**config.mk**
```make
export PLATFORM = sky130hd
export DESIGN_NAME = lpb_ctl_flat
export DESIGN_NICKNAME = d
export VERILOG_FILES = /design/src/shared/lpb_pkg.sv /design/src/shared/lpb_link_if.sv /design/src/lpb_track.sv /design/src/lpb_ctl.sv /design/src/flat_wrapper.sv
export SDC_FILE = /design/constraint.sdc
export NUM_CORES = 1
export LEC_CHECK = 0
export ABC_AREA = 0
export BUFFER_PORTS_ARGS = -buffer_cell sky130_fd_sc_hd__buf_2
export CORE_MARGIN = 2
export CORE_UTILIZATION = 56
export DETAILED_ROUTE_END_ITERATION = 12
export GPL_TIMING_DRIVEN = 0
export PLACE_DENSITY = 0.75
export SLEW_MARGIN = 0
export SYNTH_ARGS = -nofsm -noshare
export SYNTH_HDL_FRONTEND = slang
export SYNTH_SLANG_ARGS = --single-unit
export TNS_END_PERCENT = 50
```
**constraint.sdc**
```tcl
create_clock -name sys_clk -period 5.6 [get_ports sys_clk]
set_input_delay 0.56 -clock sys_clk [delete_from_list [all_inputs] [get_ports sys_clk]]
set_output_delay 0.56 -clock sys_clk [all_outputs]
set_load 0.05 [all_outputs]
```
**src/shared/lpb_pkg.sv**
```systemverilog
package lpb_pkg;
   localparam int LPB_NB     = 8;
   localparam int LPB_BW     = 3;
   localparam int LPB_DQ_W   = 32;
   localparam int LPB_DM_W   = 4;
   localparam int LPB_CW     = 8;
   localparam int LPB_CLK_NS = 5;

   // least times in ns, rounded up to cycles below; mode register times in clocks
   localparam int LPB_T_RCD_NS  = 18;
   localparam int LPB_T_RP_NS   = 18;
   localparam int LPB_T_RRD_NS  = 10;
   localparam int LPB_T_XP_NS   = 8;
   localparam int LPB_T_RFC_NS  = 90;
   localparam int LPB_T_INIT_NS = 1000;
   localparam int LPB_T_MRR_CK  = 2;
   localparam int LPB_T_MRW_CK  = 5;
   localparam int LPB_BL        = 8;

   typedef logic [LPB_CW-1:0] lpb_cnt_t;

   localparam lpb_cnt_t LPB_ONE     = lpb_cnt_t'(1);
   localparam lpb_cnt_t LPB_RCD_LD  = lpb_cnt_t'((LPB_T_RCD_NS + LPB_CLK_NS - 1) / LPB_CLK_NS - 1);
   localparam lpb_cnt_t LPB_RP_LD   = lpb_cnt_t'((LPB_T_RP_NS + LPB_CLK_NS - 1) / LPB_CLK_NS - 1);
   localparam lpb_cnt_t LPB_RRD_LD  = lpb_cnt_t'((LPB_T_RRD_NS + LPB_CLK_NS - 1) / LPB_CLK_NS - 1);
   localparam lpb_cnt_t LPB_XP_LD   = lpb_cnt_t'((LPB_T_XP_NS + LPB_CLK_NS - 1) / LPB_CLK_NS);
   localparam lpb_cnt_t LPB_RFC_LD  = lpb_cnt_t'((LPB_T_RFC_NS + LPB_CLK_NS - 1) / LPB_CLK_NS - 1);
   localparam lpb_cnt_t LPB_INIT_LD = lpb_cnt_t'((LPB_T_INIT_NS + LPB_CLK_NS - 1) / LPB_CLK_NS - 1);
   localparam lpb_cnt_t LPB_MRR_LD  = lpb_cnt_t'(LPB_T_MRR_CK - 1);
   localparam lpb_cnt_t LPB_MRW_LD  = lpb_cnt_t'(LPB_T_MRW_CK - 1);
   localparam lpb_cnt_t LPB_BL_LD   = lpb_cnt_t'(LPB_BL - 1);

   typedef enum logic [3:0] {
      LPB_NOP, LPB_ACT, LPB_RD, LPB_WR, LPB_PRE, LPB_PREA,
      LPB_MRR, LPB_MRW, LPB_MRW_RST, LPB_BST, LPB_REFPB, LPB_REFAB
   } lpb_cmd_t;

   typedef enum logic [3:0] {
      LPB_IDLE, LPB_ROW_ACT, LPB_ACTIVE, LPB_READING, LPB_WRITING,
      LPB_RD_AP, LPB_WR_AP, LPB_PRECHG, LPB_REFRESH
   } lpb_bank_t;

   typedef enum logic [2:0] {
      LPB_POWER_ON, LPB_RESETTING, LPB_RUN, LPB_IDLE_MRR,
      LPB_ACT_MRR, LPB_RST_MRR, LPB_MR_WRITING
   } lpb_dev_t;

   // device-wide state after one effective command
   function automatic lpb_dev_t lpb_dev_next(lpb_dev_t cur, lpb_cmd_t c,
                                             logic tgt_idle, logic done);
      lpb_dev_next = cur;
      unique case (cur)
         LPB_POWER_ON: begin
            if (c == LPB_MRW_RST) lpb_dev_next = LPB_RESETTING;
         end
         LPB_RESETTING: begin
            if (c == LPB_MRR) lpb_dev_next = LPB_RST_MRR;
            else if (done) lpb_dev_next = LPB_RUN;
         end
         LPB_RUN: begin
            if (c == LPB_MRR) lpb_dev_next = tgt_idle ? LPB_IDLE_MRR : LPB_ACT_MRR;
            else if (c == LPB_MRW) lpb_dev_next = LPB_MR_WRITING;
            else if (c == LPB_MRW_RST) lpb_dev_next = LPB_RESETTING;
         end
         LPB_IDLE_MRR, LPB_ACT_MRR, LPB_RST_MRR, LPB_MR_WRITING: begin
            if (done) lpb_dev_next = LPB_RUN;
         end
      endcase
   endfunction

   function automatic lpb_cnt_t lpb_dev_load(lpb_dev_t st);
      lpb_dev_load = '0;
      unique case (st)
         LPB_RESETTING: lpb_dev_load = LPB_INIT_LD;
         LPB_IDLE_MRR, LPB_ACT_MRR, LPB_RST_MRR: lpb_dev_load = LPB_MRR_LD;
         LPB_MR_WRITING: lpb_dev_load = LPB_MRW_LD;
         LPB_POWER_ON, LPB_RUN: lpb_dev_load = '0;
      endcase
   endfunction
endpackage

```
**src/shared/lpb_link_if.sv**
```systemverilog
`timescale 1ns/100ps
interface lpb_link_if import lpb_pkg::*; ();
   logic                cke;
   lpb_cmd_t            cmd;
   logic [LPB_BW-1:0]   bank;
   logic                ap;
   logic                wvalid;
   logic [LPB_DQ_W-1:0] wdata;
   logic [LPB_DM_W-1:0] dm;

   modport ctl (output cke, output cmd, output bank, output ap,
                output wvalid, output wdata, output dm);
   modport dev (input cke, input cmd, input bank, input ap,
                input wvalid, input wdata, input dm);
endinterface

```
**src/lpb_track.sv**
```systemverilog
`timescale 1ns/100ps
module lpb_track import lpb_pkg::*; (
   input  wire logic                   sys_clk,
   input  wire logic                   reset,
   input  wire logic                   cke,
   input  wire lpb_cmd_t               cmd,
   input  wire logic [LPB_BW-1:0]      bank,
   input  wire logic                   ap,
   output lpb_bank_t [LPB_NB-1:0]      bank_state,
   output lpb_dev_t                    dev_state,
   output logic [LPB_BW-1:0]           burst_bank,
   output logic                        ready
);
   logic              cke_prev_q;
   lpb_cnt_t          xp_q;
   logic              eff;
   lpb_cmd_t          cmd_e;
   lpb_dev_t          dev_q;
   lpb_dev_t          dev_d;
   lpb_cnt_t          dcnt_q;
   logic [LPB_BW-1:0] last_q;
   logic              run;
   logic              rw;
   lpb_bank_t         st_q [LPB_NB];

   assign eff        = cke_prev_q & cke & (xp_q == '0);
   assign cmd_e      = eff ? cmd : LPB_NOP;
   assign run        = (dev_q == LPB_RUN);
   assign rw         = run & (cmd_e inside {LPB_RD, LPB_WR});
   assign dev_d      = lpb_dev_next(dev_q, cmd_e, st_q[bank] == LPB_IDLE, dcnt_q == '0);
   assign dev_state  = dev_q;
   assign burst_bank = last_q;
   assign ready      = cke_prev_q & (xp_q == '0);

   // exit timer after a low clock enable
   always_ff @(posedge sys_clk or posedge reset) begin
      if (reset) begin
         cke_prev_q <= 1'b0;
         xp_q       <= '0;
      end else begin
         cke_prev_q <= cke;
         if (!cke) xp_q <= LPB_XP_LD;
         else if (xp_q != '0) xp_q <= xp_q - LPB_ONE;
      end
   end

   // device-wide state and its window timer
   always_ff @(posedge sys_clk or posedge reset) begin
      if (reset) begin
         dev_q  <= LPB_POWER_ON;
         dcnt_q <= '0;
      end else begin
         dev_q <= dev_d;
         if (dev_d != dev_q) dcnt_q <= lpb_dev_load(dev_d);
         else if (dcnt_q != '0) dcnt_q <= dcnt_q - LPB_ONE;
      end
   end

   // bank of the latest burst
   always_ff @(posedge sys_clk or posedge reset) begin
      if (reset) last_q <= '0;
      else if (rw) last_q <= bank;
   end

   for (genvar gi = 0; gi < LPB_NB; gi++) begin : g_bank
      lpb_cmd_t bc;
      lpb_cnt_t cnt_q;
      logic     hit;
      logic     cut;

      assign hit           = (bank == LPB_BW'(gi));
      assign cut           = rw & !hit;
      assign bank_state[gi] = st_q[gi];

      always_comb begin
         bc = LPB_NOP;
         if (run) begin
            if (cmd_e == LPB_PREA) bc = LPB_PRE;
            else if (cmd_e == LPB_REFAB) bc = LPB_REFPB;
            else if (cmd_e == LPB_BST) bc = (last_q == LPB_BW'(gi)) ? LPB_BST : LPB_NOP;
            else if (hit && (cmd_e inside {LPB_ACT, LPB_RD, LPB_WR, LPB_PRE, LPB_REFPB}))
               bc = cmd_e;
         end
      end

      always_ff @(posedge sys_clk or posedge reset) begin
         if (reset) begin
            st_q[gi] <= LPB_IDLE;
            cnt_q    <= '0;
         end else begin
            if (cnt_q != '0) cnt_q <= cnt_q - LPB_ONE;
            unique case (st_q[gi])
               LPB_IDLE: begin
                  if (bc == LPB_ACT) begin
                     st_q[gi] <= LPB_ROW_ACT;
                     cnt_q    <= LPB_RCD_LD;
                  end else if (bc == LPB_PRE) begin
                     st_q[gi] <= LPB_PRECHG;
                     cnt_q    <= LPB_RP_LD;
                  end else if (bc == LPB_REFPB) begin
                     st_q[gi] <= LPB_REFRESH;
                     cnt_q    <= LPB_RFC_LD;
                  end
               end
               LPB_ROW_ACT: begin
                  if (cnt_q == '0) st_q[gi] <= LPB_ACTIVE;
               end
               LPB_ACTIVE, LPB_READING, LPB_WRITING: begin
                  if (bc == LPB_RD) begin
                     st_q[gi] <= ap ? LPB_RD_AP : LPB_READING;
                     cnt_q    <= LPB_BL_LD;
                  end else if (bc == LPB_WR) begin
                     st_q[gi] <= ap ? LPB_WR_AP : LPB_WRITING;
                     cnt_q    <= LPB_BL_LD;
                  end else if (bc == LPB_PRE) begin
                     st_q[gi] <= LPB_PRECHG;
                     cnt_q    <= LPB_RP_LD;
                  end else if (bc == LPB_BST) begin
                     st_q[gi] <= LPB_ACTIVE;
                  end else if (st_q[gi] != LPB_ACTIVE && (cnt_q == '0 || cut)) begin
                     st_q[gi] <= LPB_ACTIVE;
                  end
               end
               LPB_RD_AP, LPB_WR_AP: begin
                  if (cnt_q == '0 || cut) begin
                     st_q[gi] <= LPB_PRECHG;
                     cnt_q    <= LPB_RP_LD;
                  end
               end
               LPB_PRECHG, LPB_REFRESH: begin
                  if (cnt_q == '0) st_q[gi] <= LPB_IDLE;
               end
            endcase
         end
      end
   end
endmodule

```
**src/lpb_ctl.sv**
```systemverilog
`timescale 1ns/100ps
// Notes on behaviour
// - commands count only after exit, enable high twice
// - never issue a combination not permitted
// - bank active only after row open and tRCD
// - activate to other banks; keep tRRD between activates
// - read or write moves bank to reading/writing
// - precharge all needs every bank precharge-ready
// - mode read accepted in activating, precharging, idle, active
// - mode read destination idle or active by bank
// - burst terminate only during a burst, returns active
// - burst terminate never aimed at another bank
// - write after read needs burst end or terminate
// - read after write needs burst end or terminate
// - activate and precharge allowed during other bank bursts
// - after auto precharge, other banks free within timing
// - all-bank refresh and mode write only with all idle
// - only no-operation until mode read time ends
// - mode read ends active or all idle
// - mode write uninterruptible, then all banks idle
// - reset is a mode write, all idle, global
// - resetting device accepts mode read
// - data mask high inhibits that byte lane of the write beat
// - burst terminate hits the latest started burst
module lpb_ctl import lpb_pkg::*; (
   input  wire logic                   sys_clk,
   input  wire logic                   reset,
   input  wire logic                   req_valid,
   input  wire lpb_cmd_t               req_cmd,
   input  wire logic [LPB_BW-1:0]      req_bank,
   input  wire logic                   req_ap,
   input  wire logic                   pd_req,
   input  wire logic                   wbeat_valid,
   input  wire logic [LPB_DQ_W-1:0]    wbeat_data,
   input  wire logic [LPB_DM_W-1:0]    wbeat_dm,
   lpb_link_if.ctl                     link,
   output logic                        req_done,
   output logic                        req_reject,
   output logic                        wbeat_taken,
   output lpb_dev_t                    dev_state
);
   logic                  cke_q;
   lpb_cmd_t              cmd_q;
   logic [LPB_BW-1:0]     bank_q;
   logic                  ap_q;
   logic                  wvalid_q;
   logic [LPB_DQ_W-1:0]   wdata_q;
   logic [LPB_DM_W-1:0]   dm_q;
   logic                  done_q;
   logic                  reject_q;
   lpb_cnt_t              rrd_q;

   lpb_bank_t [LPB_NB-1:0] st;
   lpb_dev_t              dev_st;
   logic [LPB_BW-1:0]     burst_bank;
   logic                  trk_ready;

   logic                  all_idle;
   logic                  any_rd;
   logic                  any_wr;
   logic                  pre_all_ok;
   logic                  mrr_ok;
   lpb_bank_t             tgt;
   logic                  ok;
   logic                  go;
   logic                  wr_on;

   // mirror of the device state, fed from the link itself
   lpb_track u_track (
      .sys_clk    (sys_clk),
      .reset      (reset),
      .cke        (cke_q),
      .cmd        (cmd_q),
      .bank       (bank_q),
      .ap         (ap_q),
      .bank_state (st),
      .dev_state  (dev_st),
      .burst_bank (burst_bank),
      .ready      (trk_ready)
   );

   assign tgt   = st[req_bank];
   assign wr_on = st[burst_bank] inside {LPB_WRITING, LPB_WR_AP};

   // summary of all banks
   always_comb begin
      all_idle   = 1'b1;
      any_rd     = 1'b0;
      any_wr     = 1'b0;
      pre_all_ok = 1'b1;
      mrr_ok     = 1'b1;
      for (int i = 0; i < LPB_NB; i++) begin
         all_idle   &= (st[i] == LPB_IDLE);
         any_rd     |= (st[i] inside {LPB_READING, LPB_RD_AP});
         any_wr     |= (st[i] inside {LPB_WRITING, LPB_WR_AP});
         pre_all_ok &= (st[i] inside {LPB_IDLE, LPB_ACTIVE});
         mrr_ok     &= (st[i] inside {LPB_IDLE, LPB_ROW_ACT, LPB_ACTIVE, LPB_PRECHG});
      end
   end

   // permitted commands for the current mirror state
   always_comb begin
      ok = (req_cmd == LPB_NOP);
      unique case (dev_st)
         LPB_POWER_ON: begin
            if (req_cmd == LPB_MRW_RST) ok = 1'b1;
         end
         LPB_RESETTING: begin
            if (req_cmd == LPB_MRR) ok = 1'b1;
         end
         LPB_IDLE_MRR, LPB_ACT_MRR, LPB_RST_MRR, LPB_MR_WRITING: begin
            ok = (req_cmd == LPB_NOP);
         end
         LPB_RUN: begin
            unique case (req_cmd)
               LPB_NOP: begin
                  ok = 1'b1;
               end
               LPB_ACT: begin
                  ok = (tgt == LPB_IDLE) && (rrd_q == '0);
               end
               LPB_RD: begin
                  // any write burst blocks, auto precharge or not; own bank must be open
                  ok = (tgt inside {LPB_ACTIVE, LPB_READING, LPB_WRITING}) && !any_wr;
               end
               LPB_WR: begin
                  ok = (tgt inside {LPB_ACTIVE, LPB_READING, LPB_WRITING}) && !any_rd;
               end
               LPB_PRE: begin
                  ok = (tgt inside {LPB_IDLE, LPB_ACTIVE});
               end
               LPB_PREA: begin
                  ok = pre_all_ok;
               end
               LPB_MRR: begin
                  ok = mrr_ok;
               end
               LPB_MRW, LPB_REFAB: begin
                  ok = all_idle;
               end
               LPB_MRW_RST: begin
                  ok = all_idle;
               end
               LPB_REFPB: begin
                  ok = (tgt == LPB_IDLE);
               end
               LPB_BST: begin
                  ok = (req_bank == burst_bank) &&
                       (st[burst_bank] inside {LPB_READING, LPB_WRITING});
               end
            endcase
         end
      endcase
   end

   // one issued command every second cycle, only with the clock enable settled
   assign go = req_valid & (cmd_q == LPB_NOP) & cke_q & !pd_req & trk_ready;

   // clock enable follows the power-down request
   always_ff @(posedge sys_clk or posedge reset) begin
      if (reset) cke_q <= 1'b0;
      else cke_q <= !pd_req;
   end

   // command issue and answer pulses
   always_ff @(posedge sys_clk or posedge reset) begin
      if (reset) begin
         cmd_q    <= LPB_NOP;
         bank_q   <= '0;
         ap_q     <= 1'b0;
         done_q   <= 1'b0;
         reject_q <= 1'b0;
      end else begin
         cmd_q    <= LPB_NOP;
         done_q   <= 1'b0;
         reject_q <= 1'b0;
         if (go) begin
            if (ok) begin
               cmd_q  <= req_cmd;
               bank_q <= req_bank;
               ap_q   <= req_ap;
               done_q <= 1'b1;
            end else begin
               reject_q <= 1'b1;
            end
         end
      end
   end

   // spacing between activates
   always_ff @(posedge sys_clk or posedge reset) begin
      if (reset) rrd_q <= '0;
      else if (go && ok && req_cmd == LPB_ACT) rrd_q <= LPB_RRD_LD;
      else if (rrd_q != '0) rrd_q <= rrd_q - LPB_ONE;
   end

   // write beats go out only while a write burst runs
   always_ff @(posedge sys_clk or posedge reset) begin
      if (reset) begin
         wvalid_q <= 1'b0;
         wdata_q  <= '0;
         dm_q     <= '0;
      end else begin
         wvalid_q <= wbeat_valid & wr_on;
         wdata_q  <= wbeat_data;
         dm_q     <= wbeat_dm;
      end
   end

   assign link.cke    = cke_q;
   assign link.cmd    = cmd_q;
   assign link.bank   = bank_q;
   assign link.ap     = ap_q;
   assign link.wvalid = wvalid_q;
   assign link.wdata  = wdata_q;
   assign link.dm     = dm_q;

   assign req_done    = done_q;
   assign req_reject  = reject_q;
   assign wbeat_taken = wvalid_q;
   assign dev_state   = dev_st;
endmodule

```
**src/flat_wrapper.sv**
```systemverilog
// flat-port wrapper written by rule: the top's interface ports become plain ports
module lpb_ctl_flat import lpb_pkg::*;
  (sys_clk, reset, req_valid, req_cmd, req_bank, req_ap, pd_req, wbeat_valid, wbeat_data, wbeat_dm, req_done, req_reject, wbeat_taken, dev_state, link_cke, link_cmd, link_bank, link_ap, link_wvalid, link_wdata, link_dm);
  lpb_link_if link_i ();
  input  wire logic sys_clk;
  input  wire logic reset;
  input  wire logic req_valid;
  input  wire lpb_cmd_t req_cmd;
  input  wire logic [LPB_BW-1:0] req_bank;
  input  wire logic req_ap;
  input  wire logic pd_req;
  input  wire logic wbeat_valid;
  input  wire logic [LPB_DQ_W-1:0] wbeat_data;
  input  wire logic [LPB_DM_W-1:0] wbeat_dm;
  output logic req_done;
  output logic req_reject;
  output logic wbeat_taken;
  output lpb_dev_t dev_state;
  output wire logic [$bits(link_i.cke)-1:0] link_cke;
  output wire logic [$bits(link_i.cmd)-1:0] link_cmd;
  output wire logic [$bits(link_i.bank)-1:0] link_bank;
  output wire logic [$bits(link_i.ap)-1:0] link_ap;
  output wire logic [$bits(link_i.wvalid)-1:0] link_wvalid;
  output wire logic [$bits(link_i.wdata)-1:0] link_wdata;
  output wire logic [$bits(link_i.dm)-1:0] link_dm;
  assign link_cke = link_i.cke;
  assign link_cmd = link_i.cmd;
  assign link_bank = link_i.bank;
  assign link_ap = link_i.ap;
  assign link_wvalid = link_i.wvalid;
  assign link_wdata = link_i.wdata;
  assign link_dm = link_i.dm;
  lpb_ctl u_core (.sys_clk(sys_clk), .reset(reset), .req_valid(req_valid), .req_cmd(req_cmd), .req_bank(req_bank), .req_ap(req_ap), .pd_req(pd_req), .wbeat_valid(wbeat_valid), .wbeat_data(wbeat_data), .wbeat_dm(wbeat_dm), .link(link_i), .req_done(req_done), .req_reject(req_reject), .wbeat_taken(wbeat_taken), .dev_state(dev_state));
endmodule
```
## Yosys cells after proc, flatten, opt, wreduce, memory -nomap -nowiden

Cells that the tools add are included.
W data, S select, Z words.

| operators by class | value |
|---|---|
| add/subtract/negate cells | 11 |
| $lt $le $gt $ge | 3 |
| equal/unequal tests | 217 |
| multiplexer cells | 250 |
| bitwise gates (word level) | 53 |
| reductions and logical operators | 156 |

Operators by type and width:

| operator | count |
|---|---|
| $mux W4 | 143 |
| $mux W8 | 70 |
| $eq A4 B3 Y1 const B | 51 |
| $pmux W8 S3 | 8 |
| $pmux W4 S5 | 8 |
| $eq A4 B2 Y1 const B | 39 |
| $eq A4 B4 Y1 const B | 32 |
| $logic_not A8 Y1 | 11 |
| $reduce_bool A8 Y1 | 11 |
| $sub A8 B1 Y8 const B | 11 |
| $eq A4 B1 Y1 const B | 18 |
| $reduce_bool A2 Y1 | 30 |
| $ne A2 B2 Y1 const B | 25 |
| $logic_not A4 Y1 | 12 |
| $ne A6 B6 Y1 const B | 8 |
| $eq A3 B3 Y1 const B | 14 |
| $reduce_and A5 Y1 | 8 |
| $and A1 B1 Y1 | 38 |
| $bmux W4 S3 | 3 |
| $reduce_or A2 Y1 | 17 |
| $ne A4 B2 Y1 const B | 8 |
| $ne A4 B4 Y1 const B | 8 |
| $pmux W8 S4 | 1 |
| $reduce_bool A4 Y1 | 8 |
| 23 further kinds | 108 |

| word-level totals | value |
|---|---|
| register bits | 175 |
| bits of input ports | 49 |
| output and inout port bits | 52 |
| word-level logic and storage cells | 721 |

## Longest topological paths before layout

Gate-level depths: netlist (run 1).

| logic depth | value |
|---|---|
| depth after elaboration | 17 |
| mapped depth | 13 |
| depth with buffers taken out | 10 |

## By module

A second synthesis (run 1) with hierarchy kept.

| second synthesis, totals | value |
|---|---|
| cells, all modules | 1885 |
| area, all modules | 15067.0 um2 |

Modules (own cells, without submodules):

| module | instances | cells each | area each (um2) | sequential area each (um2) |
|---|---|---|---|---|
| lpb_track | 1 | 1625 | 12061.6 | 2977.9 |
| lpb_ctl | 1 | 260 | 3005.4 | 1401.3 |

## Least setup slack after synthesis (run 1)

OpenSTA, ideal clock, no wires.

| path | value |
|---|---|
| path type | flip-flop to flip-flop |
| start point | register u_core.u_track.xp_q[0] |
| end point | register u_core.u_track.st_q, in the netlist u_core.u_track.bank_state[5] |
| setup time | 0.125 ns |
| arrival | 3.312 ns |
| data required time | 5.475 ns |
| path slack | 2.164 ns |
| cell stages (with the launch flop) | 12 |
| buffers on the path | 1 |
| period minus slack after synthesis | 3.436 ns |
| cell sequence | dfrtp_1 -> inv_1 -> ha_1 -> or3b_2 -> buf_2 -> or4_1 -> or3_1 -> o21ai_0 -> a41oi_1 -> a32o_1 -> nor2_1 -> mux2_2 |

| between the ends | value |
|---|---|
| longest elaborated chain between the ends | 17 |
| elaborated cells between the ends (all ways) | 40 |
| those cells by class | 17 x eq/ne; 13 x mux; 3 x bitwise; 7 x reduce/logical |

RTL lines:

| what | RTL line | source |
|---|---|---|
| from (decl) | lpb_track.sv:15 | `lpb_cnt_t xp_q;` |
| from (signal assigned) | lpb_track.sv:43 | `else if (xp_q != '0) xp_q <= xp_q - LPB_ONE;` |
| $logic_not A8 Y1 * | lpb_track.sv:26 | `assign eff = cke_prev_q & cke & (xp_q == '0);` |
| $and A1 B1 Y1 * | lpb_track.sv:26 |  |
| $mux W4 * | lpb_track.sv:27 | `assign cmd_e = eff ? cmd : LPB_NOP;` |
| $eq A4 B1 Y1, or another cell as far along | lpb_track.sv:81 | `else if (hit && (cmd_e inside {LPB_ACT, LPB_RD, LPB_WR, LPB_PRE, LPB_REFPB}))` |
| $reduce_bool A5 Y1 | lpb_track.sv:81 |  |
| $logic_and A1 B1 Y1 | lpb_track.sv:81 |  |
| $mux W4 | lpb_track.sv:81 |  |
| $mux W4 | lpb_track.sv:80 | `else if (cmd_e == LPB_BST) bc = (last_q == LPB_BW'(gi)) ? LPB_BST : LPB_NOP;` |
| $mux W4 | lpb_track.sv:79 | `else if (cmd_e == LPB_REFAB) bc = LPB_REFPB;` |
| $mux W4 | lpb_track.sv:78 | `if (cmd_e == LPB_PREA) bc = LPB_PRE;` |
| $mux W4 | lpb_track.sv:77 | `if (run) begin` |
| $eq A4 B4 Y1 | lpb_track.sv:118 | `end else if (bc == LPB_BST) begin` |
| $mux W4 | lpb_track.sv:118 |  |
| $mux W4 | lpb_track.sv:115 | `end else if (bc == LPB_PRE) begin` |
| $mux W4 | lpb_track.sv:112 | `end else if (bc == LPB_WR) begin` |
| $mux W4 | lpb_track.sv:109 | `if (bc == LPB_RD) begin` |
| $pmux W4 S5 | lpb_track.sv:92 | `unique case (st_q[gi])` |
| to (signal, indexed assignment) | lpb_track.sv:110 | `st_q[gi] <= ap ? LPB_RD_AP : LPB_READING;` |
| to (signal, indexed assignment) | lpb_track.sv:113 | `st_q[gi] <= ap ? LPB_WR_AP : LPB_WRITING;` |
| to (decl) | lpb_track.sv:24 | `lpb_bank_t st_q [LPB_NB];` |

Mark *: on every way between the ends. The rest lies on a longest branch, timed or not.
A chain may end at the register's enable or synchronous reset.

## Worst setup path after layout (run 1)

| path | value |
|---|---|
| start point | register u_core.u_track.dev_q[2], in the netlist u_core.u_track.dev_state[2] |
| end point | register u_core.u_track.g_bank[0].cnt_q[3] |

| between the ends | value |
|---|---|
| longest elaborated chain between the ends | 7 |
| elaborated cells between the ends (all ways) | 18 |
| those cells by class | 6 x eq/ne; 9 x mux; 2 x bitwise; 1 x reduce/logical |

RTL lines:

| what | RTL line | source |
|---|---|---|
| from (decl) | lpb_track.sv:18 | `lpb_dev_t dev_q;` |
| from (signal assigned) | lpb_track.sv:53 | `dev_q <= dev_d;` |
| $eq A3 B2 Y1 * | lpb_track.sv:28 | `assign run = (dev_q == LPB_RUN);` |
| $mux W4 | lpb_track.sv:77 |  |
| $eq A4 B3 Y1 / $eq A4 B4 Y1 (equally long branches) | lpb_track.sv:97, lpb_track.sv:115, lpb_track.sv:100 |  |
| $mux W8 (on tied branches) | lpb_track.sv:115, lpb_track.sv:100 |  |
| $mux W8 (on tied branches) | lpb_track.sv:112, lpb_track.sv:97 |  |
| $mux W8 (on tied branches) | lpb_track.sv:109, lpb_track.sv:94 |  |
| $pmux W8 S3 * | lpb_track.sv:92 |  |
| to (signal assigned) | lpb_track.sv:91 | `if (cnt_q != '0) cnt_q <= cnt_q - LPB_ONE;` |
| to (decl) | lpb_track.sv:67 | `lpb_cnt_t cnt_q;` |

Marked as above.

==> results.rst, run 1 <==
.. list-table::
   :header-rows: 1

   * - Metric
     - Value
   * - Synthesized-area fraction occupied by adder cells
     - 1.82%
   * - Cells along the critical path
     - clkbuf_1 > nor3b_1 > clkbuf_1 > and2_1 > clkbuf_1 > clkbuf_1 > nand3_1 > o211ai_1 > o211ai_1 > o21ai_0 > nor2_1
   * - Final setup violation count
     - 0
   * - Period Utilization, post-route
     - 85.5%
   * - Wire length of the first global-routing pass
     - 79.9 mm
   * - Total of max-cap violations
     - 0
   * - Max transition margin
     - 4.29%
   * - Number of buffers inserted for hold repair after clock tree synthesis
     - 0
   * - Number of cells upsized or downsized after cts
     - 0
   * - Maximum number of pins on one net before global-route repair
     - 101
   * - Xor and xnor fraction of the mapped netlist area
     - 5.21%
   * - R2R Path Start
     - u_core.u_track.dev_state[2]
   * - Count of unresolved DRC violations after routing
     - 0
   * - Clock H-tree levels
     - 4
   * - Sum Neg Setup Slack
     - 0 ns
   * - Area used by multi-input combinational logic
     - 8770 um^2
   * - Element type at the critical path start
     - flip-flop
   * - Initial cell density of the core
     - 56.8%
   * - Reg2Reg Setup Slack
     - 0.81 ns
   * - Total number of vias
     - 15200
   * - Largest family of logic cells by synthesized area
     - simple AND/OR/NAND/NOR gates
   * - Area leader, netlist
     - sky130_fd_sc_hd__dfrtp_1
   * - Final-report hold violation count
     - 0
   * - Static Leakage
     - 6.40 nW
   * - Area taken by flip-flops and latches
     - 4380 um^2
   * - Start point of the critical path
     - u_core.u_track.dev_state[2]
   * - Peak ir drop on the vdd network
     - 0.000323 V
   * - Clock-pin slew reported for the worst setup and hold paths after clock tree synthesis
     - 0.09 ns
   * - Fraction of the mapped netlist area in compound gates
     - 24.0%
   * - Slowest-stage cell, CP
     - sky130_fd_sc_hd__nor3b_1
   * - Weighted congestion reported at the end of routability-driven placement
     - 1.09
   * - Layout Nets
     - 1931
   * - Simple logic cell fraction of the synthesized area
     - 27.4%
   * - Maximum count of clock buffers along a single path
     - 2
   * - Tot GR Track Use
     - 39.3%
   * - Post-synth EDFFs
     - 0
   * - FF+latch count, synth
     - 175
   * - Number of standard cells after synthesis
     - 1744
   * - CP most frequent cell
     - sky130_fd_sc_hd__clkbuf_1
   * - Transition time at the pin with the least slew margin
     - 1.42 ns
   * - TritonCTS clock tree
     - yes
   * - End point of the critical path
     - u_core.u_track.g_bank[0].cnt_q[3]
   * - Placeable core region
     - 24200 um^2
   * - Kind of capture point of the worst setup path
     - flip-flop
   * - Worst flop-to-flop path endpoint
     - u_core.u_track.g_bank[0].cnt_q[3]
   * - Remaining Overflow, GRT
     - 0
   * - Row Count
     - 57
   * - Synth warnings
     - 0
   * - Layout fillers
     - 2144
   * - Port Buf Inserts
     - 97
   * - Root Buffer
     - sky130_fd_sc_hd__clkbuf_16
   * - HPWL Detailed
     - 38.5 mm
   * - Routed wire length per instance
     - 23.4 um
   * - Leading post-synthesis cells by cell area
     - sky130_fd_sc_hd__dfrtp_1 (32%), sky130_fd_sc_hd__nand2_1 (4.8%), sky130_fd_sc_hd__nor2_1 (4.8%)
   * - CP peak stage delay
     - 0.70 ns
   * - Cell area after technology mapping
     - 13800 um^2
   * - Vias in the first global route
     - 14300
   * - Number of buffers created by CTS
     - 17
   * - Result of the run
     - finished clean
   * - Area Growth Syn to Fin
     - 11.2%
   * - Final instance area
     - 15300 um^2
   * - Ports placed on the boundary
     - 101
   * - Power density over the cells
     - 260 nW/um^2
   * - Sequential element share of the synthesized area
     - 31.8%
   * - Ys flop type
     - sky130_fd_sc_hd__dfrtp_1
   * - Die area
     - 25900 um^2
   * - Worst path top cell family by delay
     - buffers and inverters
   * - Die height
     - 161 um
   * - Maximum clock frequency
     - 209 MHz
   * - Number of sinks handled by clock tree synthesis
     - 175
   * - Async S/R FF share, synth
     - 100%
   * - Arrival time at the worst endpoint
     - 5.10 ns
   * - Minimum period implied by the final worst setup slack
     - 4.79 ns
   * - Peak fanout along the critical path
     - 10
   * - Pins over their slew limit
     - 0
   * - Diode count
     - 0
   * - Required time worst endpoint
     - 5.91 ns
   * - Setup repair after global routing missed its margin
     - no
   * - Proportion of layout cells with a drive suffix above 1
     - 10.7%
   * - Number of search-and-repair iterations in the first detailed-routing pass
     - 9
   * - Synthesized area per cell
     - 7.90 um^2
   * - Count of cell instances traversed by the critical path
     - 11
   * - Post-DP Area
     - 14700 um^2
   * - Total wirelength of the detailed-routed design
     - 51.4 mm
   * - Vias per Instance
     - 6.90
   * - Clock latency of the later-clocked register in the worst-skew pair
     - 0.45 ns
   * - Area fraction of the dominant cell type after synthesis
     - 31.8%
   * - Remaining number of nets flagged by the antenna check after routing
     - 0
   * - Worst-case reg-to-reg path depth
     - 11
   * - Number of design-rule violations left by the first detailed-router iteration
     - 2549
   * - Min-delay worst type
     - input port to async pin
   * - Multiplexer share of the synthesized area
     - 5.07%
   * - Worst Hold Slack
     - 0.139 ns
   * - Total nets after synthesis
     - 1813
   * - Post CTS Setup Buffer Count
     - 0
   * - Library cells used by synthesis
     - 88
   * - Horizontal die dimension
     - 161 um
   * - Crit path buffers/inverters
     - 4
   * - Crit Path Class
     - flip-flop to flip-flop
   * - Antenna violations before repair
     - 1
   * - Skew final
     - 0.0173 ns
worst reg2reg max path, cell delays in order, from the launching register on:
cell                       delay (ns)
sky130_fd_sc_hd__dfrtp_1         0.38
sky130_fd_sc_hd__clkbuf_1        0.17
sky130_fd_sc_hd__nor3b_1         0.70
sky130_fd_sc_hd__clkbuf_1        0.59
sky130_fd_sc_hd__and2_1          0.22
sky130_fd_sc_hd__clkbuf_1        0.62
sky130_fd_sc_hd__clkbuf_1        0.67
sky130_fd_sc_hd__nand3_1         0.28
sky130_fd_sc_hd__o211ai_1        0.31
sky130_fd_sc_hd__o211ai_1        0.17
sky130_fd_sc_hd__o21ai_0         0.44
sky130_fd_sc_hd__nor2_1          0.10
cells in the final DEF, fill, tap and decap left out, types with 9 or more instances in the layout:
cell / count
sky130_fd_sc_hd__nand2_1: 178
sky130_fd_sc_hd__buf_2: 100
sky130_fd_sc_hd__mux2i_1: 20
sky130_fd_sc_hd__o211ai_1: 22
sky130_fd_sc_hd__a21o_1: 17
sky130_fd_sc_hd__a31oi_1: 19
sky130_fd_sc_hd__nand4_1: 20
sky130_fd_sc_hd__o31ai_1: 26
sky130_fd_sc_hd__or4_1: 24
sky130_fd_sc_hd__o2111ai_1: 9
sky130_fd_sc_hd__and3_1: 15
sky130_fd_sc_hd__nor3b_1: 14
sky130_fd_sc_hd__xor2_1: 29
sky130_fd_sc_hd__o311ai_0: 9
sky130_fd_sc_hd__nor2_1: 177
sky130_fd_sc_hd__buf_1: 10
sky130_fd_sc_hd__ha_1: 20
sky130_fd_sc_hd__or3_1: 20
sky130_fd_sc_hd__nand3_1: 47
sky130_fd_sc_hd__mux4_2: 14
sky130_fd_sc_hd__nor2b_1: 18
sky130_fd_sc_hd__inv_1: 55
sky130_fd_sc_hd__nand2b_1: 29
sky130_fd_sc_hd__xnor2_1: 53
sky130_fd_sc_hd__a211oi_1: 17
sky130_fd_sc_hd__mux2_2: 15
sky130_fd_sc_hd__or2_2: 10
sky130_fd_sc_hd__clkbuf_1: 97
sky130_fd_sc_hd__o22ai_1: 10
sky130_fd_sc_hd__a21oi_1: 118
sky130_fd_sc_hd__nor3_1: 87
sky130_fd_sc_hd__and2_1: 21
sky130_fd_sc_hd__nor4_1: 50
sky130_fd_sc_hd__a211o_1: 10
sky130_fd_sc_hd__o21a_1: 12
sky130_fd_sc_hd__dfrtp_1: 175
sky130_fd_sc_hd__o21ai_0: 114
sky130_fd_sc_hd__clkbuf_16: 17
metal layers:
metal,vias up,global-route usage [%],part of all wire [%]
met2,1052,59.3,43
met3,245,11.9,12
li1,6737,-,-
met4,2,18.3,5.4
met1,7147,51.9,39
met5,-,0,0.095
sequential cells by signal, indices dropped and copies added (netlist names):
signal,count
u_core.link.cke,1
u_core.link.ap,1
u_core.link.bank,3
u_core.link.wdata,32
u_core.link.wvalid,1
u_core.link.cmd,4
u_core.u_track.cke_prev_q,1
u_core.u_track.bank_state,32
u_core.link.dm,4
u_core.u_track.xp_q,8
u_core.req_done,1
u_core.rrd_q,8
u_core.u_track.dcnt_q,8
u_core.u_track.burst_bank,3
u_core.u_track.g_bank.cnt_q,64
u_core.u_track.dev_state,3
u_core.req_reject,1
cell families (layout without fill, tap and decap cells):
group / after synthesis / count (layout)
AOI/OAI and AO/OA: 497 / 497
xor gates and xnor gates: 82 / 82
DFF: 175 / 175
and+or+nand+nor: 750 / 750
buffers and inverters: 170 / 301
adders and majority gates: 20 / 20
muxes: 50 / 50
cell type report:
class | count | area share (%)
multi-input combinational | 1399 | 57.3
clock buffer | 17 | 2.78
timing repair buffer | 99 | 3.38
buffer | 112 | 2.80
sequential | 175 | 28.6
tap | 324 | 2.65
inverter | 58 | 1.47
clock inverter | 15 | 1.08
worst min-delay path by stage:
stage / from / slack [ns] / endpoint / cells past startpoint
after floorplan: u_core.rrd_q[5] / 0.48 / u_core.rrd_q[5] / 1
after global placement: u_core.rrd_q[5] / 0.50 / u_core.rrd_q[5] / 1
after detailed placement: u_core.rrd_q[2] / 0.51 / u_core.rrd_q[2] / 1
after CTS: reset / 0.19 / u_core.u_track.g_bank[5].cnt_q[3] / 2
after global routing: reset / 0.20 / u_core.u_track.g_bank[5].cnt_q[3] / 2
final: reset / 0.14 / u_core.u_track.g_bank[5].cnt_q[3] / 2
synthesized netlist by cell type, types with 26 or more instances:
cell type	number
sky130_fd_sc_hd__o31ai_1	26
sky130_fd_sc_hd__nand2_1	178
sky130_fd_sc_hd__nand2b_1	29
sky130_fd_sc_hd__nor3_1	88
sky130_fd_sc_hd__xor2_1	29
sky130_fd_sc_hd__nand3_1	47
sky130_fd_sc_hd__xnor2_1	53
sky130_fd_sc_hd__dfrtp_1	175
sky130_fd_sc_hd__a21oi_1	118
sky130_fd_sc_hd__o21ai_0	114
sky130_fd_sc_hd__clkbuf_1	97
sky130_fd_sc_hd__nor4_1	51
sky130_fd_sc_hd__nor2_1	177
sky130_fd_sc_hd__inv_1	56
power by group:
| group | internal, mW | switching (mW) |
|---|---|---|
| Clock | 0.603 | 0.643 |
| Combinational | 0.458 | 0.755 |
| Sequential | 1.40 | 0.121 |
| Total | 2.46 | 1.52 |
metrics by stage:
step	power (mW)	std cells	setup WS, ns	utilization (%)
after global routing	4.20	2199	0.637	63.2
final	3.98	2199	0.814	63.2
after floorplan	2.42	1744	0.295	-
after global placement	2.69	2165	-1.68	60.5
after detailed placement	2.73	2166	0.839	60.7
after CTS	3.98	2198	0.816	63.1
No activity file was read; power rests on OpenSTA's default activity.
==> inputs of run 2 (changes only) <==
- CORE_UTILIZATION: 56 -> 57
- CTS_BUF_LIST: not set -> sky130_fd_sc_hd__clkbuf_8
- PLACE_DENSITY: 0.75 -> 0.76
==> run 2 against run 1 <==
Against the previous run:
- utilization is 0.83 points higher
- sequential share of layout area is 0.39 points higher
- largest power group unchanged
- flip-flop and latch count stayed put
- clock power is 27% lower
- the flow now finishes with violations (max-capacitance violations, max-slew violations)
- fmax is 3.3% lower
- global-route usage is 0.86 points higher
- count of clock-buffer cells in the layout is 1 higher
- register-to-register slack worse by 0.16 ns
- highest routed layer is now met4
==> results.rst, run 2 (synthesis gave the netlist of run 1 again) <==
.. list-table::
   :header-rows: 1

   * - Metric
     - Value
   * - Wire length of the first global-routing pass
     - 80.6 mm
   * - Clock H-tree levels
     - 4
   * - Transition time at the pin with the least slew margin
     - 1.59 ns
   * - Layout Nets
     - 1931
   * - Max transition margin
     - -7.23%
   * - Static Leakage
     - 6.30 nW
   * - Number of buffers created by CTS
     - 17
   * - Die height
     - 159 um
   * - Weighted congestion reported at the end of routability-driven placement
     - 1.12
   * - Final-report hold violation count
     - 0
   * - TritonCTS clock tree
     - yes
   * - Leading cell types in the layout, fill and taps excluded
     - sky130_fd_sc_hd__nand2_1 (178), sky130_fd_sc_hd__nor2_1 (177), sky130_fd_sc_hd__dfrtp_1 (175)
   * - Placeable core region
     - 23600 um^2
   * - Maximum count of clock buffers along a single path
     - 2
   * - Number of sinks handled by clock tree synthesis
     - 175
   * - Violated checks
     - max-capacitance violations, max-slew violations
   * - Antenna violations before repair
     - 1
   * - Final total power
     - 3.65 mW
   * - Initial cell density of the core
     - 58.4%
   * - Total wirelength of the detailed-routed design
     - 51.4 mm
   * - Maximum clock frequency
     - 202 MHz
   * - Combinational power share
     - 33.2%
   * - HPWL Detailed
     - 39.0 mm
   * - Total net switching power
     - 1.44 mW
   * - Die area
     - 25400 um^2
   * - Non-filler cells in the finished layout
     - 2195
   * - Required time worst endpoint
     - 5.94 ns
   * - Maximum number of pins on one net before global-route repair
     - 107
   * - Pins over their slew limit
     - 15
   * - Power density over the cells
     - 241 nW/um^2
   * - Peak ir drop on the vdd network
     - 0.000352 V
   * - Area Growth Syn to Fin
     - 9.68%
   * - Clock latency of the later-clocked register in the worst-skew pair
     - 0.49 ns
   * - Port Buf Inserts
     - 97
   * - Remaining Overflow, GRT
     - 0
   * - Setup repair after global routing missed its margin
     - no
   * - Post CTS Setup Buffer Count
     - 0
   * - Proportion of layout cells with a drive suffix above 1
     - 10.7%
   * - Number of search-and-repair iterations in the first detailed-routing pass
     - 6
   * - Total number of vias
     - 15200
   * - Crit Path Class
     - flip-flop to flip-flop
   * - Min-delay worst type
     - input port to async pin
   * - Arrival time at the worst endpoint
     - 5.29 ns
   * - Horizontal die dimension
     - 159 um
   * - Kind of capture point of the worst setup path
     - flip-flop
   * - Clock-pin slew reported for the worst setup and hold paths after clock tree synthesis
     - 0.10 ns
   * - Period Utilization, post-route
     - 88.4%
   * - Clk network pwr share
     - 25.0%
   * - Number of design-rule violations left by the first detailed-router iteration
     - 1989
   * - Top reg by flops
     - u_core.u_track.g_bank.cnt_q
   * - Switching power as a share of total power
     - 39.6%
   * - Instance count after placement with tap cells included
     - 2161
   * - Minimum period implied by the final worst setup slack
     - 4.95 ns
   * - Root Buffer
     - sky130_fd_sc_hd__clkbuf_8
   * - Routed wire length per instance
     - 23.4 um
   * - Seq pwr share
     - 41.8%
   * - Vias in the first global route
     - 14300
   * - Result of the run
     - finished with violations
   * - Row Count
     - 56
   * - Peak fanout along the critical path
     - 10
   * - Cell internal power dissipation
     - 2.20 mW
   * - Tot GR Track Use
     - 40.1%
   * - Commonest non-fill, non-tap cell in the layout
     - sky130_fd_sc_hd__nand2_1
   * - Final setup violation count
     - 0
   * - Number of buffers inserted for hold repair after clock tree synthesis
     - 0
   * - Remaining number of nets flagged by the antenna check after routing
     - 0
   * - Ports placed on the boundary
     - 101
   * - Number of cells upsized or downsized after cts
     - 0
   * - Total of max-cap violations
     - 3
   * - Skew final
     - 0.0222 ns
   * - Number of flip-flops under the largest register name
     - 64
   * - Element type at the critical path start
     - flip-flop
   * - Count of unresolved DRC violations after routing
     - 0
   * - Vias per Instance
     - 6.93
   * - Layout fillers
     - 2159
run 2: cell count changes in the layout (fill, tap and decap cells not counted), sizes merged:
cell,delta
clkbuf,+1
inv,-2
diode,+1
clkinvlp,+3
clkinv,-2
run 2: worst paths after layout:
| path | slack (ns) | depth (start not counted) | start | endpoint |
|---|---|---|---|---|
| max | 0.65 | 9 | u_core.link.cmd[0] | u_core.u_track.g_bank[2].cnt_q[7] |
| min | 0.11 | 2 | reset | u_core.link.wdata[11] |
| max reg2reg | 0.65 | 9 | u_core.link.cmd[0] | u_core.u_track.g_bank[2].cnt_q[7] |
| min reg2reg | 0.54 | 1 | u_core.rrd_q[2] | u_core.rrd_q[2] |
| max in group asynchronous | 4.57 | 3 | reset | u_core.u_track.dev_state[2] |
| min in group sys_clk | 0.16 | 1 | wbeat_data[20] | u_core.link.wdata[20] |
run 2: through the flow:
stage	setup TNS [ns]	setup WS [ns]	instance area (um^2)	utilization [%]	hold WS, ns
after floorplan	0	0.295	13800	-	0.484
after global placement	-256.72	-1.51	14700	62.1	0.498
after detailed placement	0	0.969	14700	62.3	0.524
after CTS	0	0.938	15100	64.0	0.131
after global routing	0	0.411	15100	64.0	0.150
final	0	0.651	15100	64.0	0.108
run 2: cell type report:
type                            instances  area [um^2]  area share (%)
Clock inverter                         14          146           0.968
Antenna cell                            1         2.50          0.0166
Clock buffer                           18          248            1.64
Tap cell                              319          399            2.64
Inverter                               58          225            1.49
Sequential cell                       175         4380            29.0
Buffer                                112          429            2.84
Multi-Input combinational cell       1399         8770            58.0
Timing Repair Buffer                   99          518            3.43
run 2: power by group through the flow:
stage,Clock [mW],Sequential [mW],Combinational (mW)
final,0.912,1.52,1.21
after CTS,0.927,1.52,1.20
after global placement,0,1.54,1.14
after floorplan,0,1.58,0.839
after detailed placement,0,1.54,1.19
after global routing,0.974,1.54,1.33
run 2: worst max-delay path: stages (launching register included):
cell and delay, ns:
sky130_fd_sc_hd__dfrtp_1 0.68, sky130_fd_sc_hd__clkbuf_1 0.41, sky130_fd_sc_hd__or3b_2 0.53, sky130_fd_sc_hd__nor3_1 1.19, sky130_fd_sc_hd__clkbuf_1 0.63, sky130_fd_sc_hd__a21oi_1 0.17
sky130_fd_sc_hd__o211ai_1 0.25, sky130_fd_sc_hd__nor2_1 0.14, sky130_fd_sc_hd__o41ai_1 0.69, sky130_fd_sc_hd__nor2_1 0.12
run 2: routing by layer:
metal  vias up  wire length [um]  track usage [%]
li1       6714                 -                -
met1      7181             20100             54.3
met2      1065             21700             59.1
met3       261              6530             11.2
met4         0              3110             20.2
met5         -                 0                0
